`src/logic/plps_regs.vh`:
```
// register offsets, field layouts, reset values and timing constants
`ifndef PLPS_REGS_VH
`define PLPS_REGS_VH

// register indices; byte address is four times the index
`define PLPS_IDX_BLINK 16'h001D
`define PLPS_IDX_STATUS 16'h001F
`define PLPS_IDX_CAP 16'h8000
`define PLPS_IDX_GAP 16'h0100

`define PLPS_BLINK_RESET 16'h1855
`define PLPS_STATUS_RESET 16'h03FC
`define PLPS_CAP_VALUE 16'h0006
`define PLPS_GAP_RESET 8'h00

`define PLPS_SEL_HI 15
`define PLPS_SEL_LO 14
`define PLPS_TICK_HI 13
`define PLPS_TICK_LO 8
`define PLPS_PAT_HI 7
`define PLPS_PAT_LO 0
`define PLPS_POL_SECOND 11
`define PLPS_POL_FIRST 10
`define PLPS_STATUS_RSVD_LO 10'h3FC

`define PLPS_TICK_SPECIAL 6'h3F
`define PLPS_TICK_STEP_MS 8
`define PLPS_SHORT_TICK_MS 1
`define PLPS_MS_IN_NS 1000000
`define PLPS_CLK_PERIOD_NS 8

`endif

```
`src/logic/plps_tick_timer.v`:
```
// reloadable down-counter that emits one pulse per programmed period
module plps_tick_timer
#(
    parameter CNT_W = 32
)
(
    input wire clk,
    input wire arst_n,
    input wire restart,
    input wire [CNT_W-1:0] period,
    output reg tick
);

reg [CNT_W-1:0] count;
reg armed;

// period is sampled at each reload, so a new length applies from the next tick
// first load after reset takes the period, else bit 0 would last one cycle
always @(posedge clk or negedge arst_n)
begin
    if (!arst_n)
    begin
        count <= {CNT_W{1'b0}};
        armed <= 1'b0;
        tick <= 1'b0;
    end
    else if (restart || !armed)
    begin
        count <= period - {{(CNT_W-1){1'b0}}, 1'b1};
        armed <= 1'b1;
        tick <= 1'b0;
    end
    else if (count == {CNT_W{1'b0}})
    begin
        count <= period - {{(CNT_W-1){1'b0}}, 1'b1};
        tick <= 1'b1;
    end
    else
    begin
        count <= count - {{(CNT_W-1){1'b0}}, 1'b1};
        tick <= 1'b0;
    end
end

endmodule

```
`src/logic/plps_top.v`:
```
// indicator blink, polarity status and low-power capability registers on Avalon-MM
`include "plps_regs.vh"

module plps_top
#(
    parameter MS_CYCLES = `PLPS_MS_IN_NS / `PLPS_CLK_PERIOD_NS,
    parameter GAP_W = 8
)
(
    input wire clk,
    input wire arst_n,
    input wire [17:0] avs_address,
    input wire avs_read,
    input wire avs_write,
    input wire [31:0] avs_writedata,
    input wire [3:0] avs_byteenable,
    output reg [31:0] avs_readdata,
    output reg avs_waitrequest,
    input wire first_pair_polarity_flipped,
    input wire second_pair_polarity_flipped,
    output reg first_indicator_output
);

localparam CNT_W = 32;
localparam [1:0] ST_SHOW = 2'b01;
localparam [1:0] ST_GAP = 2'b10;
localparam [CNT_W-1:0] MS_CNT = MS_CYCLES;
localparam [15:0] BLINK_RST = `PLPS_BLINK_RESET;

function reg_hit;
    input [17:0] addr;
    input [15:0] idx;
    begin
        reg_hit = (addr == {idx, 2'b00});
    end
endfunction

// ---- register storage
reg [5:0] blink_tick_length;
reg [7:0] blink_bit_sequence;
reg [GAP_W-1:0] blink_gap_length;

// ---- bus handshake
wire req = avs_read | avs_write;
wire wr_take = avs_write & ~avs_waitrequest;
wire hit_blink = reg_hit(avs_address, `PLPS_IDX_BLINK);
wire hit_status = reg_hit(avs_address, `PLPS_IDX_STATUS);
wire hit_cap = reg_hit(avs_address, `PLPS_IDX_CAP);
wire hit_gap = reg_hit(avs_address, `PLPS_IDX_GAP);

// one wait cycle, then a single-cycle answer; the master releases after it
reg next_waitrequest;

always @*
begin
    next_waitrequest = 1'b1;
    if (req && avs_waitrequest)
    begin
        next_waitrequest = 1'b0;
    end
end

always @(posedge clk or negedge arst_n)
begin
    if (!arst_n)
    begin
        avs_waitrequest <= 1'b1;
    end
    else
    begin
        avs_waitrequest <= next_waitrequest;
    end
end

// ---- polarity status synchronisers
wire [1:0] pol_pin;
wire [1:0] pol_state;
assign pol_pin[0] = first_pair_polarity_flipped;
assign pol_pin[1] = second_pair_polarity_flipped;

genvar g;
generate
    for (g = 0; g < 2; g = g + 1)
    begin : pol_sync
        reg [2:0] pipe;
        reg settled;
        always @(posedge clk or negedge arst_n)
        begin
            if (!arst_n)
            begin
                pipe <= 3'b000;
                settled <= 1'b0;
            end
            else
            begin
                pipe <= {pipe[1:0], pol_pin[g]};
                // first stage only feeds the second; stages two and three must agree
                if (pipe[1] == pipe[2])
                begin
                    settled <= pipe[2];
                end
            end
        end
        assign pol_state[g] = settled;
    end
endgenerate

// ---- read data assembly
reg [15:0] next_rdata;

always @*
begin
    next_rdata = 16'h0000;
    if (hit_blink)
    begin
        next_rdata[`PLPS_SEL_HI:`PLPS_SEL_LO] = 2'b00;
        next_rdata[`PLPS_TICK_HI:`PLPS_TICK_LO] = blink_tick_length;
        next_rdata[`PLPS_PAT_HI:`PLPS_PAT_LO] = blink_bit_sequence;
    end
    else if (hit_status)
    begin
        next_rdata[9:0] = `PLPS_STATUS_RSVD_LO;
        next_rdata[`PLPS_POL_SECOND] = pol_state[1];
        next_rdata[`PLPS_POL_FIRST] = pol_state[0];
    end
    else if (hit_cap)
    begin
        next_rdata = `PLPS_CAP_VALUE;
    end
    else if (hit_gap)
    begin
        next_rdata[GAP_W-1:0] = blink_gap_length;
    end
    else
    begin
        next_rdata = 16'h0000;
    end
end

// read data registered as waitrequest drops, held until the next read
reg [31:0] next_readdata;

always @*
begin
    next_readdata = avs_readdata;
    if (avs_read && avs_waitrequest)
    begin
        next_readdata = {16'h0000, next_rdata};
    end
end

always @(posedge clk or negedge arst_n)
begin
    if (!arst_n)
    begin
        avs_readdata <= 32'h00000000;
    end
    else
    begin
        avs_readdata <= next_readdata;
    end
end

// ---- register writes
reg cfg_written;
reg [5:0] next_blink_tick_length;
reg [7:0] next_blink_bit_sequence;
reg [GAP_W-1:0] next_blink_gap_length;
reg next_cfg_written;

// status and capability have no write path; the select field is never stored
always @*
begin
    next_blink_tick_length = blink_tick_length;
    next_blink_bit_sequence = blink_bit_sequence;
    next_blink_gap_length = blink_gap_length;
    next_cfg_written = 1'b0;
    if (wr_take && hit_blink)
    begin
        if (avs_byteenable[0])
        begin
            next_blink_bit_sequence = avs_writedata[`PLPS_PAT_HI:`PLPS_PAT_LO];
        end
        if (avs_byteenable[1])
        begin
            next_blink_tick_length = avs_writedata[`PLPS_TICK_HI:`PLPS_TICK_LO];
        end
        next_cfg_written = 1'b1;
    end
    else if (wr_take && hit_gap)
    begin
        if (avs_byteenable[0])
        begin
            next_blink_gap_length = avs_writedata[GAP_W-1:0];
        end
        next_cfg_written = 1'b1;
    end
end

always @(posedge clk or negedge arst_n)
begin
    if (!arst_n)
    begin
        blink_tick_length <= BLINK_RST[`PLPS_TICK_HI:`PLPS_TICK_LO];
        blink_bit_sequence <= BLINK_RST[`PLPS_PAT_HI:`PLPS_PAT_LO];
        blink_gap_length <= `PLPS_GAP_RESET;
        cfg_written <= 1'b0;
    end
    else
    begin
        blink_tick_length <= next_blink_tick_length;
        blink_bit_sequence <= next_blink_bit_sequence;
        blink_gap_length <= next_blink_gap_length;
        cfg_written <= next_cfg_written;
    end
end

// ---- tick length
reg [CNT_W-1:0] tick_cycles;
reg [CNT_W-1:0] tick_mult;

always @*
begin
    tick_mult = {{(CNT_W-6){1'b0}}, blink_tick_length} + {{(CNT_W-1){1'b0}}, 1'b1};
    if (blink_tick_length == `PLPS_TICK_SPECIAL)
    begin
        tick_cycles = MS_CNT * `PLPS_SHORT_TICK_MS;
    end
    else
    begin
        tick_cycles = tick_mult * `PLPS_TICK_STEP_MS * MS_CNT;
    end
end

wire tick;

plps_tick_timer #(
    .CNT_W(CNT_W)
) u_timer (
    .clk(clk),
    .arst_n(arst_n),
    .restart(cfg_written),
    .period(tick_cycles),
    .tick(tick)
);

// ---- pattern sequencer
reg [1:0] state;
reg [2:0] bit_idx;
reg [GAP_W-1:0] gap_left;
reg [1:0] next_state;
reg [2:0] next_bit_idx;
reg [GAP_W-1:0] next_gap_left;

// a blink or gap write restarts the pattern from bit 0 so the new settings show at once
always @*
begin
    next_state = state;
    next_bit_idx = bit_idx;
    next_gap_left = gap_left;
    if (cfg_written)
    begin
        next_state = ST_SHOW;
        next_bit_idx = 3'h0;
        next_gap_left = {GAP_W{1'b0}};
    end
    else if (tick)
    begin
        case (state)
            ST_SHOW:
            begin
                if (bit_idx == 3'h7)
                begin
                    next_bit_idx = 3'h0;
                    if (blink_gap_length != {GAP_W{1'b0}})
                    begin
                        next_state = ST_GAP;
                        next_gap_left = blink_gap_length;
                    end
                end
                else
                begin
                    next_bit_idx = bit_idx + 3'h1;
                end
            end
            ST_GAP:
            begin
                if (gap_left == {{(GAP_W-1){1'b0}}, 1'b1})
                begin
                    next_state = ST_SHOW;
                    next_gap_left = {GAP_W{1'b0}};
                end
                else
                begin
                    next_gap_left = gap_left - {{(GAP_W-1){1'b0}}, 1'b1};
                end
            end
            default:
            begin
                next_state = ST_SHOW;
                next_bit_idx = 3'h0;
            end
        endcase
    end
end

always @(posedge clk or negedge arst_n)
begin
    if (!arst_n)
    begin
        state <= ST_SHOW;
        bit_idx <= 3'h0;
        gap_left <= {GAP_W{1'b0}};
    end
    else
    begin
        state <= next_state;
        bit_idx <= next_bit_idx;
        gap_left <= next_gap_left;
    end
end

// indicator is dark during the gap
reg next_indicator;

always @*
begin
    next_indicator = 1'b0;
    if (state == ST_SHOW)
    begin
        next_indicator = blink_bit_sequence[bit_idx];
    end
end

always @(posedge clk or negedge arst_n)
begin
    if (!arst_n)
    begin
        first_indicator_output <= 1'b0;
    end
    else
    begin
        first_indicator_output <= next_indicator;
    end
end

endmodule

```
`config.mk`:
```
export PLATFORM = sky130hd
export DESIGN_NAME = plps_top
export DESIGN_NICKNAME = d
export VERILOG_FILES = /design/src/logic/plps_tick_timer.v /design/src/logic/plps_top.v
export VERILOG_INCLUDE_DIRS = /design/src /design/src/logic
export SDC_FILE = /design/constraint.sdc
export NUM_CORES = 1
export LEC_CHECK = 0
export BUFFER_PORTS_ARGS = -buffer_cell sky130_fd_sc_hd__buf_2
export CORE_AREA = 2 2 115 117
export DETAILED_ROUTE_END_ITERATION = 7
export DIE_AREA = 0 0 117 119
export GPL_ROUTABILITY_DRIVEN = 0
export PLACE_DENSITY = 0.78
export SYNTH_ARGS = -nofsm -noshare
export SYNTH_HDL_FRONTEND = slang
export SYNTH_SLANG_ARGS = --single-unit
```
`constraint.sdc`:
```
create_clock -name clk -period 5.4 [get_ports clk]
set_clock_uncertainty 0.1 [all_clocks]
set_input_delay 0.27 -clock clk [delete_from_list [all_inputs] [get_ports clk]]
set_output_delay 0.27 -clock clk [all_outputs]
set_load 0.02 [all_outputs]
```
### Word-level counts from Yosys, hierarchy flattened

Cells that the tools add are included.

* bits of input ports: 60
* flip-flop bits (word level): 96
* logic and storage cells: 91

* reduce and logical (&&, ||, !) cells: 16
* multipliers: 1
* bitwise gates (word level): 4
* mux-type cells: 32
* $add $sub $neg: 5
* order comparisons: 1
* eq/ne operators: 15

Operators with widths (count)
* 32-bit 2-to-1 mux: 2
* 8-bit 2-to-1 mux: 7
* 18-bit by 7-bit == test with 1-bit output, second input constant: 2
* 32-bit zero test: 1
* 32-bit by 1-bit subtractor with 32-bit output, second input constant: 1
* 27-bit by 1-bit subtractor with 28-bit output, second input constant: 1
* 27-bit 2-to-1 mux: 1
* 7-bit by 14-bit multiplier with 21-bit output, second input constant: 1
* 18-bit by 11-bit == test with 1-bit output, second input constant: 1
* 18-bit == test, second input constant: 1
* 16-bit 2-to-1 mux: 1
* 8-bit one-hot mux with 2 select lines: 1
* 12-bit 2-to-1 mux: 1
* 2-bit 2-to-1 mux: 5
* 3-bit 2-to-1 mux: 3
* 3-bit inequality test, second input constant: 3
* 8-bit by 1-bit == test with 1-bit output, second input constant: 1
* 4-bit AND reduction: 2
* 8-bit nonzero test: 1
* 8-bit by 1-bit subtractor with 8-bit output, second input constant: 1
* 6-bit by 1-bit adder with 7-bit output, second input constant: 1
* 1-bit 2-to-1 mux: 7
* 6-bit == test, second input constant: 1
* 3-bit one-hot mux with 2 select lines: 1
* other kinds (20): 27

### Depth between registers and ports, before layout

Gate-level depths: netlist of run 1.

* depth after elaboration: 6
* depth in mapped cells: 19

### Cells and area by module

From an unflattened synthesis of run 1, not the netlist that was laid out.

* cells, all modules: 701
* area total of the unflattened synthesis: 6975.4 sq um

By module, submodules not included
* plps_top: seq. area each 1511.4 sq um, area an instance 4489.3 sq um, cells each 446, times used 1
* plps_tick_timer: seq. area each 850.8 sq um, area an instance 2486.1 sq um, cells each 255, times used 1

### Worst setup path before layout of run 1

OpenSTA, ideal clock, no wires.

* kind: register to register
* start: reg blink_tick_length[0]
* end: reg u_timer.count[26]
* data arrival time: 5326 ps
* setup slack: -108 ps
* cell stages (with the launch flop): 20
* library setup time: 82 ps
* cell sequence: dfrtp_1 > ha_1 > and2_1 > clkbuf_1 > clkbuf_1 > fa_1 > fa_1 > inv_1 > fa_1 > ha_1 > ha_1 > clkbuf_1 > nand2_1 > or4_1 > o22ai_1 > o21ai_0 > a21oi_1 > nor3b_1 > or3_1 > a31oi_1

* word-level cells in the longest chain between the ends: 6
* elaborated cells on any way between the ends: 7
* classes of those cells: 2 x add/sub; 1 x mul; 1 x eq/ne; 3 x mux

RTL lines
* start: declaration: line plps_top.v:39 `reg [5:0] blink_tick_length;`
* start signal: assignment: line plps_top.v:204 `` blink_tick_length <= BLINK_RST[`PLPS_TICK_HI:`PLPS_TICK_LO]; ``
* start signal: assignment: line plps_top.v:211 `blink_tick_length <= next_blink_tick_length;`
* 6-bit by 1-bit adder with 7-bit output: line plps_top.v:224 `tick_mult = {{(CNT_W-6){1'b0}}, blink_tick_length} + {{(CNT_W-1){1'b0}}, 1'b1};`
* 7-bit by 14-bit multiplier with 21-bit output: line plps_top.v:231 `` tick_cycles = tick_mult * `PLPS_TICK_STEP_MS * MS_CNT; ``
* 27-bit 2-to-1 mux *: line plps_top.v:225 `` if (blink_tick_length == `PLPS_TICK_SPECIAL) ``
* 27-bit by 1-bit subtractor with 28-bit output *: line plps_tick_timer.v:29, plps_tick_timer.v:35
* 32-bit 2-to-1 mux: line plps_tick_timer.v:33 `else if (count == {CNT_W{1'b0}})`
* 32-bit 2-to-1 mux *: line plps_tick_timer.v:27 `else if (restart || !armed)`
* end signal: assignment: line plps_tick_timer.v:29 `count <= period - {{(CNT_W-1){1'b0}}, 1'b1};`
* end signal: assignment: line plps_tick_timer.v:35 `count <= period - {{(CNT_W-1){1'b0}}, 1'b1};`
* end signal: assignment: line plps_tick_timer.v:40 `count <= count - {{(CNT_W-1){1'b0}}, 1'b1};`
* end: declaration: line plps_tick_timer.v:14 `reg [CNT_W-1:0] count;`

Mark *: on every way between the ends. The rest lies on a longest branch, timed or not.
A chain may end at the register's enable or synchronous reset.

### Final worst setup path of run 1

* start: reg blink_tick_length[1]
* end: reg u_timer.count[29]

The elaborated chain is that of the path after synthesis.

==> results of run 1 <==
[repair_timing]
action,CTS,global route
endpoints found under the hold margin,2,0
resized for setup,0,9
endpoints found under the setup margin,0,8
hold buffers,2,0
buffers inserted,0,4
[worst max-delay path, cell delays in order (launching register included)]
cell,delay [ns]
sky130_fd_sc_hd__dfrtp_2,0.40
sky130_fd_sc_hd__ha_1,0.21
sky130_fd_sc_hd__nand3_1,0.16
sky130_fd_sc_hd__xnor2_2,0.22
sky130_fd_sc_hd__inv_1,0.11
sky130_fd_sc_hd__fa_1,0.54
sky130_fd_sc_hd__fa_1,0.56
sky130_fd_sc_hd__inv_1,0.06
sky130_fd_sc_hd__fa_1,0.47
sky130_fd_sc_hd__ha_1,0.31
sky130_fd_sc_hd__ha_1,0.32
sky130_fd_sc_hd__nand2_1,0.08
sky130_fd_sc_hd__or4_1,0.47
sky130_fd_sc_hd__o22ai_1,0.17
sky130_fd_sc_hd__o21ai_0,0.13
sky130_fd_sc_hd__a21oi_1,0.18
sky130_fd_sc_hd__nor3b_2,0.08
sky130_fd_sc_hd__o31a_1,0.38
sky130_fd_sc_hd__a21oi_1,0.15
[layer usage]
metal	up-vias	global-route usage
li1	2519	-
met1	2624	0.2720
met2	113	0.3743
met3	31	0.04275
met4	0	0.06176
met5	-	0
[area by class of cell]
class	count	area share
multi-input cells	531	0.5276
repair buffers	79	0.06238
inverters	33	0.01669
flip-flops and latches	94	0.3187
well taps	176	0.02967
clock inverters	7	0.01467
clock buffers	9	0.03035
[worst paths after layout]
check	startpoint	to	slack, ns	cells after the start
max	blink_tick_length[1]$_DFFE_PN0P_	u_timer.count[29]$_DFF_PN0_	0.20	18
max in group asynchronous	arst_n	blink_tick_length[0]$_DFFE_PN0P_	4.33	1
max reg2reg	blink_tick_length[1]$_DFFE_PN0P_	u_timer.count[29]$_DFF_PN0_	0.20	18
min in group clk	avs_read	avs_waitrequest$_DFF_PN1_	0.04	2
min	arst_n	gap_left[6]$_DFFE_PN0P_	0.007	1
min reg2reg	pol_sync[1].pipe[0]$_DFF_PN0_	pol_sync[1].pipe[1]$_DFF_PN0_	0.26	0
[placed cells by master, fill, tap and decap left out, types with 13 or more instances in the layout]
| cell type | netlist | layout |
|---|---|---|
| sky130_fd_sc_hd__o21ai_0 | 41 | 40 |
| sky130_fd_sc_hd__nand2_1 | 47 | 47 |
| sky130_fd_sc_hd__xnor2_1 | 32 | 30 |
| sky130_fd_sc_hd__nor3_1 | 22 | 22 |
| sky130_fd_sc_hd__inv_1 | 33 | 33 |
| sky130_fd_sc_hd__a31oi_1 | 13 | 13 |
| sky130_fd_sc_hd__nand3_1 | 19 | 19 |
| sky130_fd_sc_hd__xor2_1 | 28 | 26 |
| sky130_fd_sc_hd__mux2_2 | 22 | 22 |
| sky130_fd_sc_hd__buf_2 | 3 | 54 |
| sky130_fd_sc_hd__a21oi_1 | 41 | 41 |
| sky130_fd_sc_hd__ha_1 | 55 | 55 |
| sky130_fd_sc_hd__dfrtp_1 | 86 | 84 |
| sky130_fd_sc_hd__conb_1 | 2 | 19 |
| sky130_fd_sc_hd__nor2_1 | 53 | 52 |
| sky130_fd_sc_hd__buf_4 | 18 | 23 |
[registers in the layout, indices dropped and copies added (netlist names)]
signal and flops:
u_timer.count 32, avs_readdata 14, blink_bit_sequence 8, blink_gap_length 8
gap_left 8, blink_tick_length 6, pol_sync.pipe 6, bit_idx 3
pol_sync.settled 2, state 2, avs_waitrequest 1, cfg_written 1
first_indicator_output 1, u_timer.armed 1, u_timer.tick 1
[per-stage QoR]
stage	std cells	worst slack (ns)	hold slack (ns)	total power, mW
final	929	0.2001	0.006538	1.593
after global routing	929	-0.05498	0.01760	1.644
after CTS	925	0.06277	0.01397	1.598
after detailed placement	907	0.1066	0.2413	0.8874
after global placement	907	0.1783	0.2394	0.8824
after floorplan	700	0.01936	-0.1256	0.8449
[logic make-up (layout without fill, tap and decap cells)]
logic type | Yosys count | count (layout)
and+or+nand+nor | 211 | 211
AOI/OAI and AO/OA | 143 | 143
DFF | 94 | 94
buffers and inverters | 75 | 128
adders and majority gates | 68 | 68
xor gates and xnor gates | 60 | 60
muxes | 30 | 30
other | 2 | 19
[power by group through the flow]
stage / sequential (mW) / combinational (mW) / clock [mW]
floorplan: 0.774 / 0.0707 / 0
global placement: 0.761 / 0.121 / 0
detailed placement: 0.763 / 0.125 / 0
CTS: 0.750 / 0.126 / 0.722
global route: 0.753 / 0.140 / 0.751
finish: 0.750 / 0.126 / 0.717
==> impl_metrics.yaml, run 1 <==
yosys:
  ys_top_cells_by_area: "sky130_fd_sc_hd__dfrtp_1 33%, sky130_fd_sc_hd__ha_1 11%, sky130_fd_sc_hd__xnor2_1 4.3%, sky130_fd_sc_hd__mux2_2 3.8%, sky130_fd_sc_hd__xor2_1 3.8%"
  synth_compound_area_frac: 0.1366
  synth_cell_types: 68
  synth-xor-area-share: 0.08044
  netlist_area_mm2: 0.006533
  largest_family_of_logic_cells_by_synthesized_area: "simple AND/OR/NAND/NOR gates"
  synthTopCellsByCount: "86 x sky130_fd_sc_hd__dfrtp_1, 55 x sky130_fd_sc_hd__ha_1, 53 x sky130_fd_sc_hd__nor2_1"
  synth.most_common_cell: "sky130_fd_sc_hd__dfrtp_1"
  synth_simple_gate_area_share: 0.1678
  yosys_top_cell_area_share: 0.3294
  synth_adder_area_share: 0.1421
  number_of_instances_in_the_synthesized_netlist: 683
  synth.mux.area_fraction: 0.05401
  leading_register_cell_type_out_of_synthesis: "sky130_fd_sc_hd__dfrtp_1"
  number_of_enable_flip_flop_cells_after_synthesis: 0
  ys_ff_latch: 94
  ys.warnings.count: 0
  yosysTopAreaCell: "sky130_fd_sc_hd__dfrtp_1"
  synth.yosys.seq_area_share: 0.3616
  ys_async_sr_fraction: 1.000
  avgSynthCellArea_um2: 9.564
timing:
  tightestPinTransition_ns: 1.172
  totalNegativeSetupSlack_ns: 0
  finalWorstPathRequiredPeriod_ns: 5.200
  slew_headroom: 0.2184
  maxClockFrequency_mhz: 192.3
  setup_viol: 0
  final_worst_path_cycle_share: 0.9629
  report.final.slew_viol_count: 0
  timing.final.hold_violations: 0
finish:
  num-nets-final: 874
  drive_gt1_frac: 0.1979
  final_area_mm2: 0.007421
  finish.utilization: 0.5764
  final-seq-area_mm2: 0.002365
  area_of_the_multi_input_gates_mm2: 0.003915
  filler_cell_count: 1067
  synthesis_to_finish_area_growth_pct: 13.60
  diodes: 0
cts:
  max-clock-path-buffers: 2
  clock_tree.htree_level_count: 3
  worst_skew_pair.late_latency_ns: 0.36
  clk_pin_slew_ns: 0.08
  tritoncts_clock_tree: "done"
  tritoncts_num_sinks: 94
  root_buffer: "sky130_fd_sc_hd__clkbuf_16"
  cts_buffers: 9
power:
  power.density_mw_per_mm2: 214.7
  power_switching_mw: 0.4022
  p_leak_nw: 3.539
  power_frac_comb: 0.079
  p_int_mw: 1.191
  pwr-share-seq: 0.471
  power_switching_share: 0.2525
  maximum_resistive_drop_on_vdd_v: 0.0001719
  clockPowerShare: 0.450
floorplan:
  ioPinCount: 94
  initial_core_util: 0.5074
  overall_die_height_um: 119
  die_area_mm2: 0.01392
  rows: 42
  die_width_um: 117
  core_mm2: 0.01287
global_route:
  first_global_vias: 5309
  grt_max_degree: 95
  antenna_found_initial: 0
  grt_overflow: 0
  grt_pass1_wl_um: 24390
  globalRouteTotalUtil: 0.2162
job:
  maxCapViolCount: 0
routing:
  detail_route.iter0.violations: 297
  routed-wl-met3_um: 466
  wl_met2_um: 7319
  antenna_left: 0
  detail_route.drc_violations: 0
  detailed_route_wire_length_on_metal_1_um: 6345
  wirelength_um: 14450
  dr.max_layer_used: "met4"
  number_of_optimization_iterations_in_the_first_detailed_route_pass: 5
  avgViaCountPerCell: 5.691
  wl_per_cell_um: 15.55
  num_vias: 5287
placement:
  port_buffers: 55
  dp.final_hpwl_um: 10620
  placedInstanceArea_mm2: 0.007000
critical_path:
  criticalPathCategory: "reg2reg"
  cp-end-kind: "flop"
  critical_path_required_ns: 5.57
  cp-start-kind: "flop"
  critPathArrivalTime_ns: 5.37
  path_max_fanout: 5
worst_hold_path:
  hp-class: "in2async"
outcome:
  run_status: "finished, final reports clean"
No activity file was read; power rests on OpenSTA's default activity.
==> run 2: changes to the inputs <==
Settings changed: ABC_AREA from default to 1, MAX_ROUTING_LAYER from default to met4, PLACE_DENSITY 0.78 to 0.83.
Clock period 5.4 ns to 5 ns, I/O delays scaled along.
==> impl_metrics.yaml, run 2 <==
cts:
  tritoncts_num_sinks: 94
  root_buffer: "sky130_fd_sc_hd__clkbuf_16"
  cts_buffers: 9
  clock_tree.htree_level_count: 3
  tritoncts_clock_tree: "done"
  worst_skew_pair.late_latency_ns: 0.36
  max-clock-path-buffers: 2
  clk_pin_slew_ns: 0.07
routing:
  detail_route.iter0.violations: 396
  wirelength_um: 16540
  num_vias: 6640
  avgViaCountPerCell: 5.183
  antenna_left: 0
  number_of_optimization_iterations_in_the_first_detailed_route_pass: 5
  detail_route.drc_violations: 0
  wl_per_cell_um: 12.91
finish:
  reg.largest.list: "u_timer.count (32), avs_readdata (14)"
  mostFrequentLayoutCell: "sky130_fd_sc_hd__nand2_1"
  diodes: 0
  layout_common_cells: "250 x sky130_fd_sc_hd__nand2_1, 150 x sky130_fd_sc_hd__inv_1, 116 x sky130_fd_sc_hd__nor2_1, 83 x sky130_fd_sc_hd__dfrtp_1, 64 x sky130_fd_sc_hd__nand3_1"
  final_area_mm2: 0.008315
  largest_register: "u_timer.count"
  num-nets-final: 1226
  synthesis_to_finish_area_growth_pct: 12.00
  drive_gt1_frac: 0.1548
  largest_reg_flops: 32
  count_of_non_filler_cells_in_the_finished_layout: 1281
power:
  power.density_mw_per_mm2: 193.8
  maximum_resistive_drop_on_vdd_v: 0.0001476
  p_leak_nw: 4.495
yosys:
  synth.mux.area_fraction: 0.009100
  synth_cell_types: 48
  synth_adder_area_share: 0.1250
  number_of_enable_flip_flop_cells_after_synthesis: 0
  ys_ff_latch: 94
  yosys_top_cell_area_share: 0.2899
  avgSynthCellArea_um2: 7.222
  synth.yosys.seq_area_share: 0.3182
  netlist_area_mm2: 0.007425
  synth-xor-area-share: 0.03421
  ys_async_sr_fraction: 1.000
  synthTopCellsByCount: "252 x sky130_fd_sc_hd__nand2_1, 151 x sky130_fd_sc_hd__inv_1, 120 x sky130_fd_sc_hd__nor2_1"
  yosysTopAreaCell: "sky130_fd_sc_hd__dfrtp_1"
  leading_register_cell_type_out_of_synthesis: "sky130_fd_sc_hd__dfrtp_1"
  ys.warnings.count: 0
  largest_family_of_logic_cells_by_synthesized_area: "simple AND/OR/NAND/NOR gates"
  synth_compound_area_frac: 0.1009
  synth.most_common_cell: "sky130_fd_sc_hd__nand2_1"
  number_of_instances_in_the_synthesized_netlist: 1028
  synth_simple_gate_area_share: 0.3047
  ys_top_cells_by_area: "sky130_fd_sc_hd__dfrtp_1 29%, sky130_fd_sc_hd__nand2_1 13%, sky130_fd_sc_hd__ha_1 9.3%, sky130_fd_sc_hd__inv_1 7.6%, sky130_fd_sc_hd__nor2_1 6.1%"
critical_path:
  critical_path_required_ns: 5.18
  regToRegSetupSlack_ns: 0.26
  path_max_fanout: 5
  cp-end-kind: "flop"
  criticalPathCategory: "reg2reg"
  critPathArrivalTime_ns: 4.93
  cp-start-kind: "flop"
floorplan:
  ioPinCount: 94
  die_width_um: 117
  core_mm2: 0.01287
  die_area_mm2: 0.01392
  initial_core_util: 0.5767
  rows: 42
  overall_die_height_um: 119
outcome:
  run_status: "finished, final reports clean"
placement:
  port_buffers: 55
  dp.final_hpwl_um: 12700
  placedInstanceArea_mm2: 0.007869
  dp_slack_ns: 0.07367
  numPlacedInstances: 1257
timing:
  final_worst_path_cycle_share: 0.9486
  timing.final.hold_violations: 0
  slew_headroom: 0.5182
  tightestPinTransition_ns: 0.7227
  maxClockFrequency_mhz: 210.8
  hold_ws_ns: 0.03606
  postLayoutSetupSlackWorst_ns: 0.2570
  report.final.slew_viol_count: 0
  setup_viol: 0
  finalWorstPathRequiredPeriod_ns: 4.743
global_route:
  first_global_vias: 6393
  globalRouteTotalUtil: 0.2600
  antenna_found_initial: 0
  grt_pass1_wl_um: 28420
  grt_max_degree: 59
  grt_overflow: 0
worst_hold_path:
  hp-class: "in2reg"
job:
  maxCapViolCount: 0
==> run 2: changes by cell type in the layout (fill, tap and decap cells not counted), sizes merged, moves of 12 or more <==
cell | previous run | this run
nand3 | 19 | 70
nand4 | 4 | 17
inv | 38 | 161
mux2 | 22 | 6
xor2 | 28 | 16
nand2 | 47 | 259
nor3 | 22 | 9
xnor2 | 32 | 13
nor2 | 53 | 138
o21ai | 41 | 70
==> run 2: routing by layer <==
| metal | track usage | wire length, um | vias to the layer above |
|---|---|---|---|
| met4 | 0.07721 | 393 | 0 |
| met2 | 0.4274 | 7987 | 149 |
| met5 | - | 0 | - |
| met3 | 0.04275 | 607 | 33 |
| li1 | - | - | 3406 |
| met1 | 0.3299 | 7549 | 3052 |
==> run 2: cells by family (layout without fill, tap and decap cells) <==
logic type,after synthesis,after routing
flip-flops,94,94
adder cells (fa/ha/maj),68,68
multiplexers,6,6
AO/OA/AOI/OAI,133,133
buffers and inverters,187,247
XOR/XNOR,29,29
AND/OR/NAND/NOR,509,509
other,2,19
==> run 2: worst paths after layout <==
path | start | end | cells after the start
max | blink_tick_length[3]$_DFFE_PN1P_ | u_timer.count[31]$_DFF_PN0_ | 20
min | avs_writedata[8] | blink_tick_length[0]$_DFFE_PN0P_ | 2
max reg2reg | blink_tick_length[3]$_DFFE_PN1P_ | u_timer.count[31]$_DFF_PN0_ | 20
min reg2reg | pol_sync[1].pipe[0]$_DFF_PN0_ | pol_sync[1].pipe[1]$_DFF_PN0_ | 0
max in group asynchronous | arst_n | blink_tick_length[0]$_DFFE_PN0P_ | 3
min in group asynchronous | arst_n | avs_readdata[4]$_DFFE_PN0P_ | 2
==> run 2: critical path: stages (launching register included) <==
cell and delay [ns]:
sky130_fd_sc_hd__dfstp_2 0.53, sky130_fd_sc_hd__nand4_1 0.12, sky130_fd_sc_hd__nor2_2 0.18, sky130_fd_sc_hd__xnor2_2 0.15, sky130_fd_sc_hd__inv_2 0.10, sky130_fd_sc_hd__fa_2 0.51, sky130_fd_sc_hd__fa_1 0.55, sky130_fd_sc_hd__inv_1 0.05
sky130_fd_sc_hd__fa_1 0.49, sky130_fd_sc_hd__ha_1 0.35, sky130_fd_sc_hd__ha_4 0.30, sky130_fd_sc_hd__nand2_1 0.08, sky130_fd_sc_hd__inv_1 0.09, sky130_fd_sc_hd__nand3_1 0.09, sky130_fd_sc_hd__nor2_1 0.13, sky130_fd_sc_hd__nor2_1 0.06
sky130_fd_sc_hd__a21oi_1 0.20, sky130_fd_sc_hd__nor2_2 0.10, sky130_fd_sc_hd__nor3_2 0.18, sky130_fd_sc_hd__nand4_2 0.19, sky130_fd_sc_hd__nand2_1 0.11
==> run 2: timing repair <==
item / 4_1_cts / 5_1_grt
endpoints found under the setup margin: 2 / 11
hold buffers: 5 / 0
resized for setup: 1 / 21
buffers inserted: 0 / 3
hold endpoints to repair: 37 / 0
pin swaps: 0 / 4
==> run 2: final cells by class <==
cell class                 instances  area, um^2
sequential                        94        2366
fill                            1115        4559
timing repair buffer              75       440.4
clock inverter                     6       51.30
inverter                         156       585.6
multi-input combinational        764        4423
clock buffer                      10       229.0
tap                              176       220.2
==> run 2: power breakdown <==
part           internal [mW]  leakage [nW]  switching [mW]
clock                  0.347         0.140           0.317
combinational         0.0468          3.17          0.0982
sequential             0.785          1.18          0.0170
==> run 2: through the flow <==
stage	power, mW	setup TNS, ns	util
after floorplan	0.9088	0	-
after global placement	0.9537	0	0.6112
after detailed placement	0.9571	0	0.6112
after CTS	1.624	0	0.6374
after global routing	1.676	-0.08471	0.6459
final	1.612	0	0.6459
==> run 3: changes to the inputs <==
Settings changed: PLACE_DENSITY 0.83 to default, PLACE_DENSITY_LB_ADDON from default to 0.1.
==> impl_metrics.yaml, run 3 (synthesis results as in run 2) <==
timing:
  final_worst_path_cycle_share: 0.9392
  tightestPinTransition_ns: 0.8807
  postLayoutSetupSlackWorst_ns: 0.3038
  slew_headroom: 0.4128
  maxClockFrequency_mhz: 212.9
  setup_viol: 0
  report.final.slew_viol_count: 0
  totalNegativeSetupSlack_ns: 0
  timing.final.hold_violations: 0
  finalWorstPathRequiredPeriod_ns: 4.696
  hold_ws_ns: 0.03054
global_route:
  grt_overflow: 0
  grt_pass1_wl_um: 27720
  grt_max_degree: 72
  first_global_vias: 6149
  globalRouteTotalUtil: 0.2553
  antenna_found_initial: 0
floorplan:
  ioPinCount: 94
  rows: 42
  initial_core_util: 0.5767
  overall_die_height_um: 119
  die_width_um: 117
  core_mm2: 0.01287
  die_area_mm2: 0.01392
critical_path:
  critPathArrivalTime_ns: 4.85
  path_max_fanout: 7
  cp-end-kind: "flop"
  crit-reg2reg-capture: "u_timer.count[23]$_DFF_PN0_"
  critical_path_required_ns: 5.15
  regToRegSetupSlack_ns: 0.30
  r2r-start: "blink_tick_length[0]$_DFFE_PN0P_"
  worst-r2r-cell-count: 23
  criticalPathCategory: "reg2reg"
  cp-start-kind: "flop"
power:
  maximum_resistive_drop_on_vdd_v: 0.0001717
  p_int_mw: 1.223
  power_switching_share: 0.2537
  p_leak_nw: 4.500
  power.density_mw_per_mm2: 196.2
  pwr-share-seq: 0.490
  clockPowerShare: 0.423
  totalPowerFinal_mw: 1.639
  power_switching_mw: 0.4160
  power_frac_comb: 0.087
routing:
  num_vias: 6531
  number_of_optimization_iterations_in_the_first_detailed_route_pass: 5
  wirelength_um: 16460
  antenna_left: 0
  detail_route.drc_violations: 0
  avgViaCountPerCell: 5.094
  wl_per_cell_um: 12.84
  detail_route.iter0.violations: 270
finish:
  final_area_mm2: 0.008354
  count_of_non_filler_cells_in_the_finished_layout: 1282
  reg.largest.list: "u_timer.count (32), avs_readdata (14)"
  drive_gt1_frac: 0.1564
  mostFrequentLayoutCell: "sky130_fd_sc_hd__nand2_1"
  largest_reg_flops: 32
  synthesis_to_finish_area_growth_pct: 12.52
  layout_common_cells: "250 x sky130_fd_sc_hd__nand2_1, 150 x sky130_fd_sc_hd__inv_1, 114 x sky130_fd_sc_hd__nor2_1, 84 x sky130_fd_sc_hd__dfrtp_1, 65 x sky130_fd_sc_hd__nand3_1"
  diodes: 0
  area_of_the_multi_input_gates_mm2: 0.004441
  final-seq-area_mm2: 0.002365
  largest_register: "u_timer.count"
  num-nets-final: 1227
  finish.utilization: 0.6489
  filler_cell_count: 1179
placement:
  placedInstanceArea_mm2: 0.007884
  numPlacedInstances: 1259
  port_buffers: 55
  dp_slack_ns: 0.1013
  dp.final_hpwl_um: 12750
cts:
  tritoncts_clock_tree: "done"
  root_buffer: "sky130_fd_sc_hd__clkbuf_16"
  max-clock-path-buffers: 2
  cts_buffers: 9
  worst_skew_pair.late_latency_ns: 0.35
  tritoncts_num_sinks: 94
  clk_pin_slew_ns: 0.07
  clock_tree.htree_level_count: 3
worst_hold_path:
  hp-class: "in2reg"
  min_from: "avs_writedata[10]"
  timing.hold.worst_path_depth: 2
  holdPathEnd: "blink_tick_length[2]$_DFFE_PN0P_"
outcome:
  run_status: "finished, final reports clean"
job:
  maxCapViolCount: 0
## run 3: changes by cell type in the layout (fill, tap and decap cells not counted), moves of 2 or more
cell | previous run | this run
sky130_fd_sc_hd__nor2_2 | 16 | 18
sky130_fd_sc_hd__ha_4 | 3 | 5
sky130_fd_sc_hd__ha_1 | 51 | 49
sky130_fd_sc_hd__nor2_1 | 116 | 114
## run 3: repair_timing
item | in CTS | in global routing
gates resized for setup | 0 | 24
endpoints found under the hold margin | 26 | 0
endpoints found under the setup margin | 0 | 11
hold buffers | 5 | 0
setup buffers | 0 | 2
## run 3: metal layers
layer  part of all wire  GRT usage  vias to the layer above
met5                  0          -                        -
met4              0.022    0.07574                        0
met3              0.037    0.04122                       24
met2               0.47     0.4086                      126
met1               0.47     0.3344                     2975
li1                   -          -                     3406
## run 3: layout make-up
cell class              instances  share of cell area
multi-input cells             764              0.5315
repair buffers                 76             0.05362
inverters                     156             0.07009
clock buffers                  10             0.02741
well taps                     176             0.02636
clock inverters                 6            0.007938
flip-flops and latches         94              0.2831
## run 3: worst max path at each step
| stage | from | end | slack, ns | cells past startpoint |
|---|---|---|---|---|
| 2_1_floorplan | blink_tick_length[0]$_DFFE_PN0P_ | u_timer.count[31]$_DFF_PN0_ | 0.38 | 21 |
| 4_1_cts | blink_tick_length[3]$_DFFE_PN1P_ | u_timer.count[31]$_DFF_PN0_ | 0.06 | 21 |
| 6_report | blink_tick_length[0]$_DFFE_PN0P_ | u_timer.count[23]$_DFF_PN0_ | 0.30 | 23 |
| 3_5_place_dp | blink_tick_length[3]$_DFFE_PN1P_ | u_timer.count[31]$_DFF_PN0_ | 0.10 | 21 |
| 3_3_place_gp | blink_tick_length[3]$_DFFE_PN1P_ | u_timer.count[31]$_DFF_PN0_ | 0.20 | 21 |
| 5_1_grt | blink_tick_length[3]$_DFFE_PN1P_ | u_timer.count[29]$_DFF_PN0_ | -0.02 | 24 |
## run 3: critical path, stage by stage (launching register included)
cell and delay (ns):
sky130_fd_sc_hd__dfrtp_2 0.46, sky130_fd_sc_hd__ha_1 0.24, sky130_fd_sc_hd__xnor2_1 0.18, sky130_fd_sc_hd__inv_1 0.09, sky130_fd_sc_hd__fa_1 0.49, sky130_fd_sc_hd__ha_1 0.30
sky130_fd_sc_hd__inv_1 0.05, sky130_fd_sc_hd__fa_1 0.49, sky130_fd_sc_hd__fa_1 0.52, sky130_fd_sc_hd__inv_1 0.04, sky130_fd_sc_hd__ha_2 0.36, sky130_fd_sc_hd__nand2_1 0.12
sky130_fd_sc_hd__inv_1 0.07, sky130_fd_sc_hd__nand2_1 0.04, sky130_fd_sc_hd__nand2_1 0.14, sky130_fd_sc_hd__nor2_1 0.07, sky130_fd_sc_hd__a21oi_1 0.17, sky130_fd_sc_hd__nand2_2 0.10
sky130_fd_sc_hd__nand2_1 0.16, sky130_fd_sc_hd__nor2_2 0.07, sky130_fd_sc_hd__nand3_1 0.10, sky130_fd_sc_hd__nand3_1 0.11, sky130_fd_sc_hd__nand2_1 0.09, sky130_fd_sc_hd__inv_1 0.04
## run 3: power groups by stage
stage	registers [mW]	clock network (mW)	logic, mW
2_1_floorplan	0.825	0	0.0834
3_3_place_gp	0.815	0	0.140
3_5_place_dp	0.816	0	0.141
4_1_cts	0.802	0.705	0.145
5_1_grt	0.806	0.741	0.163
6_report	0.803	0.694	0.143
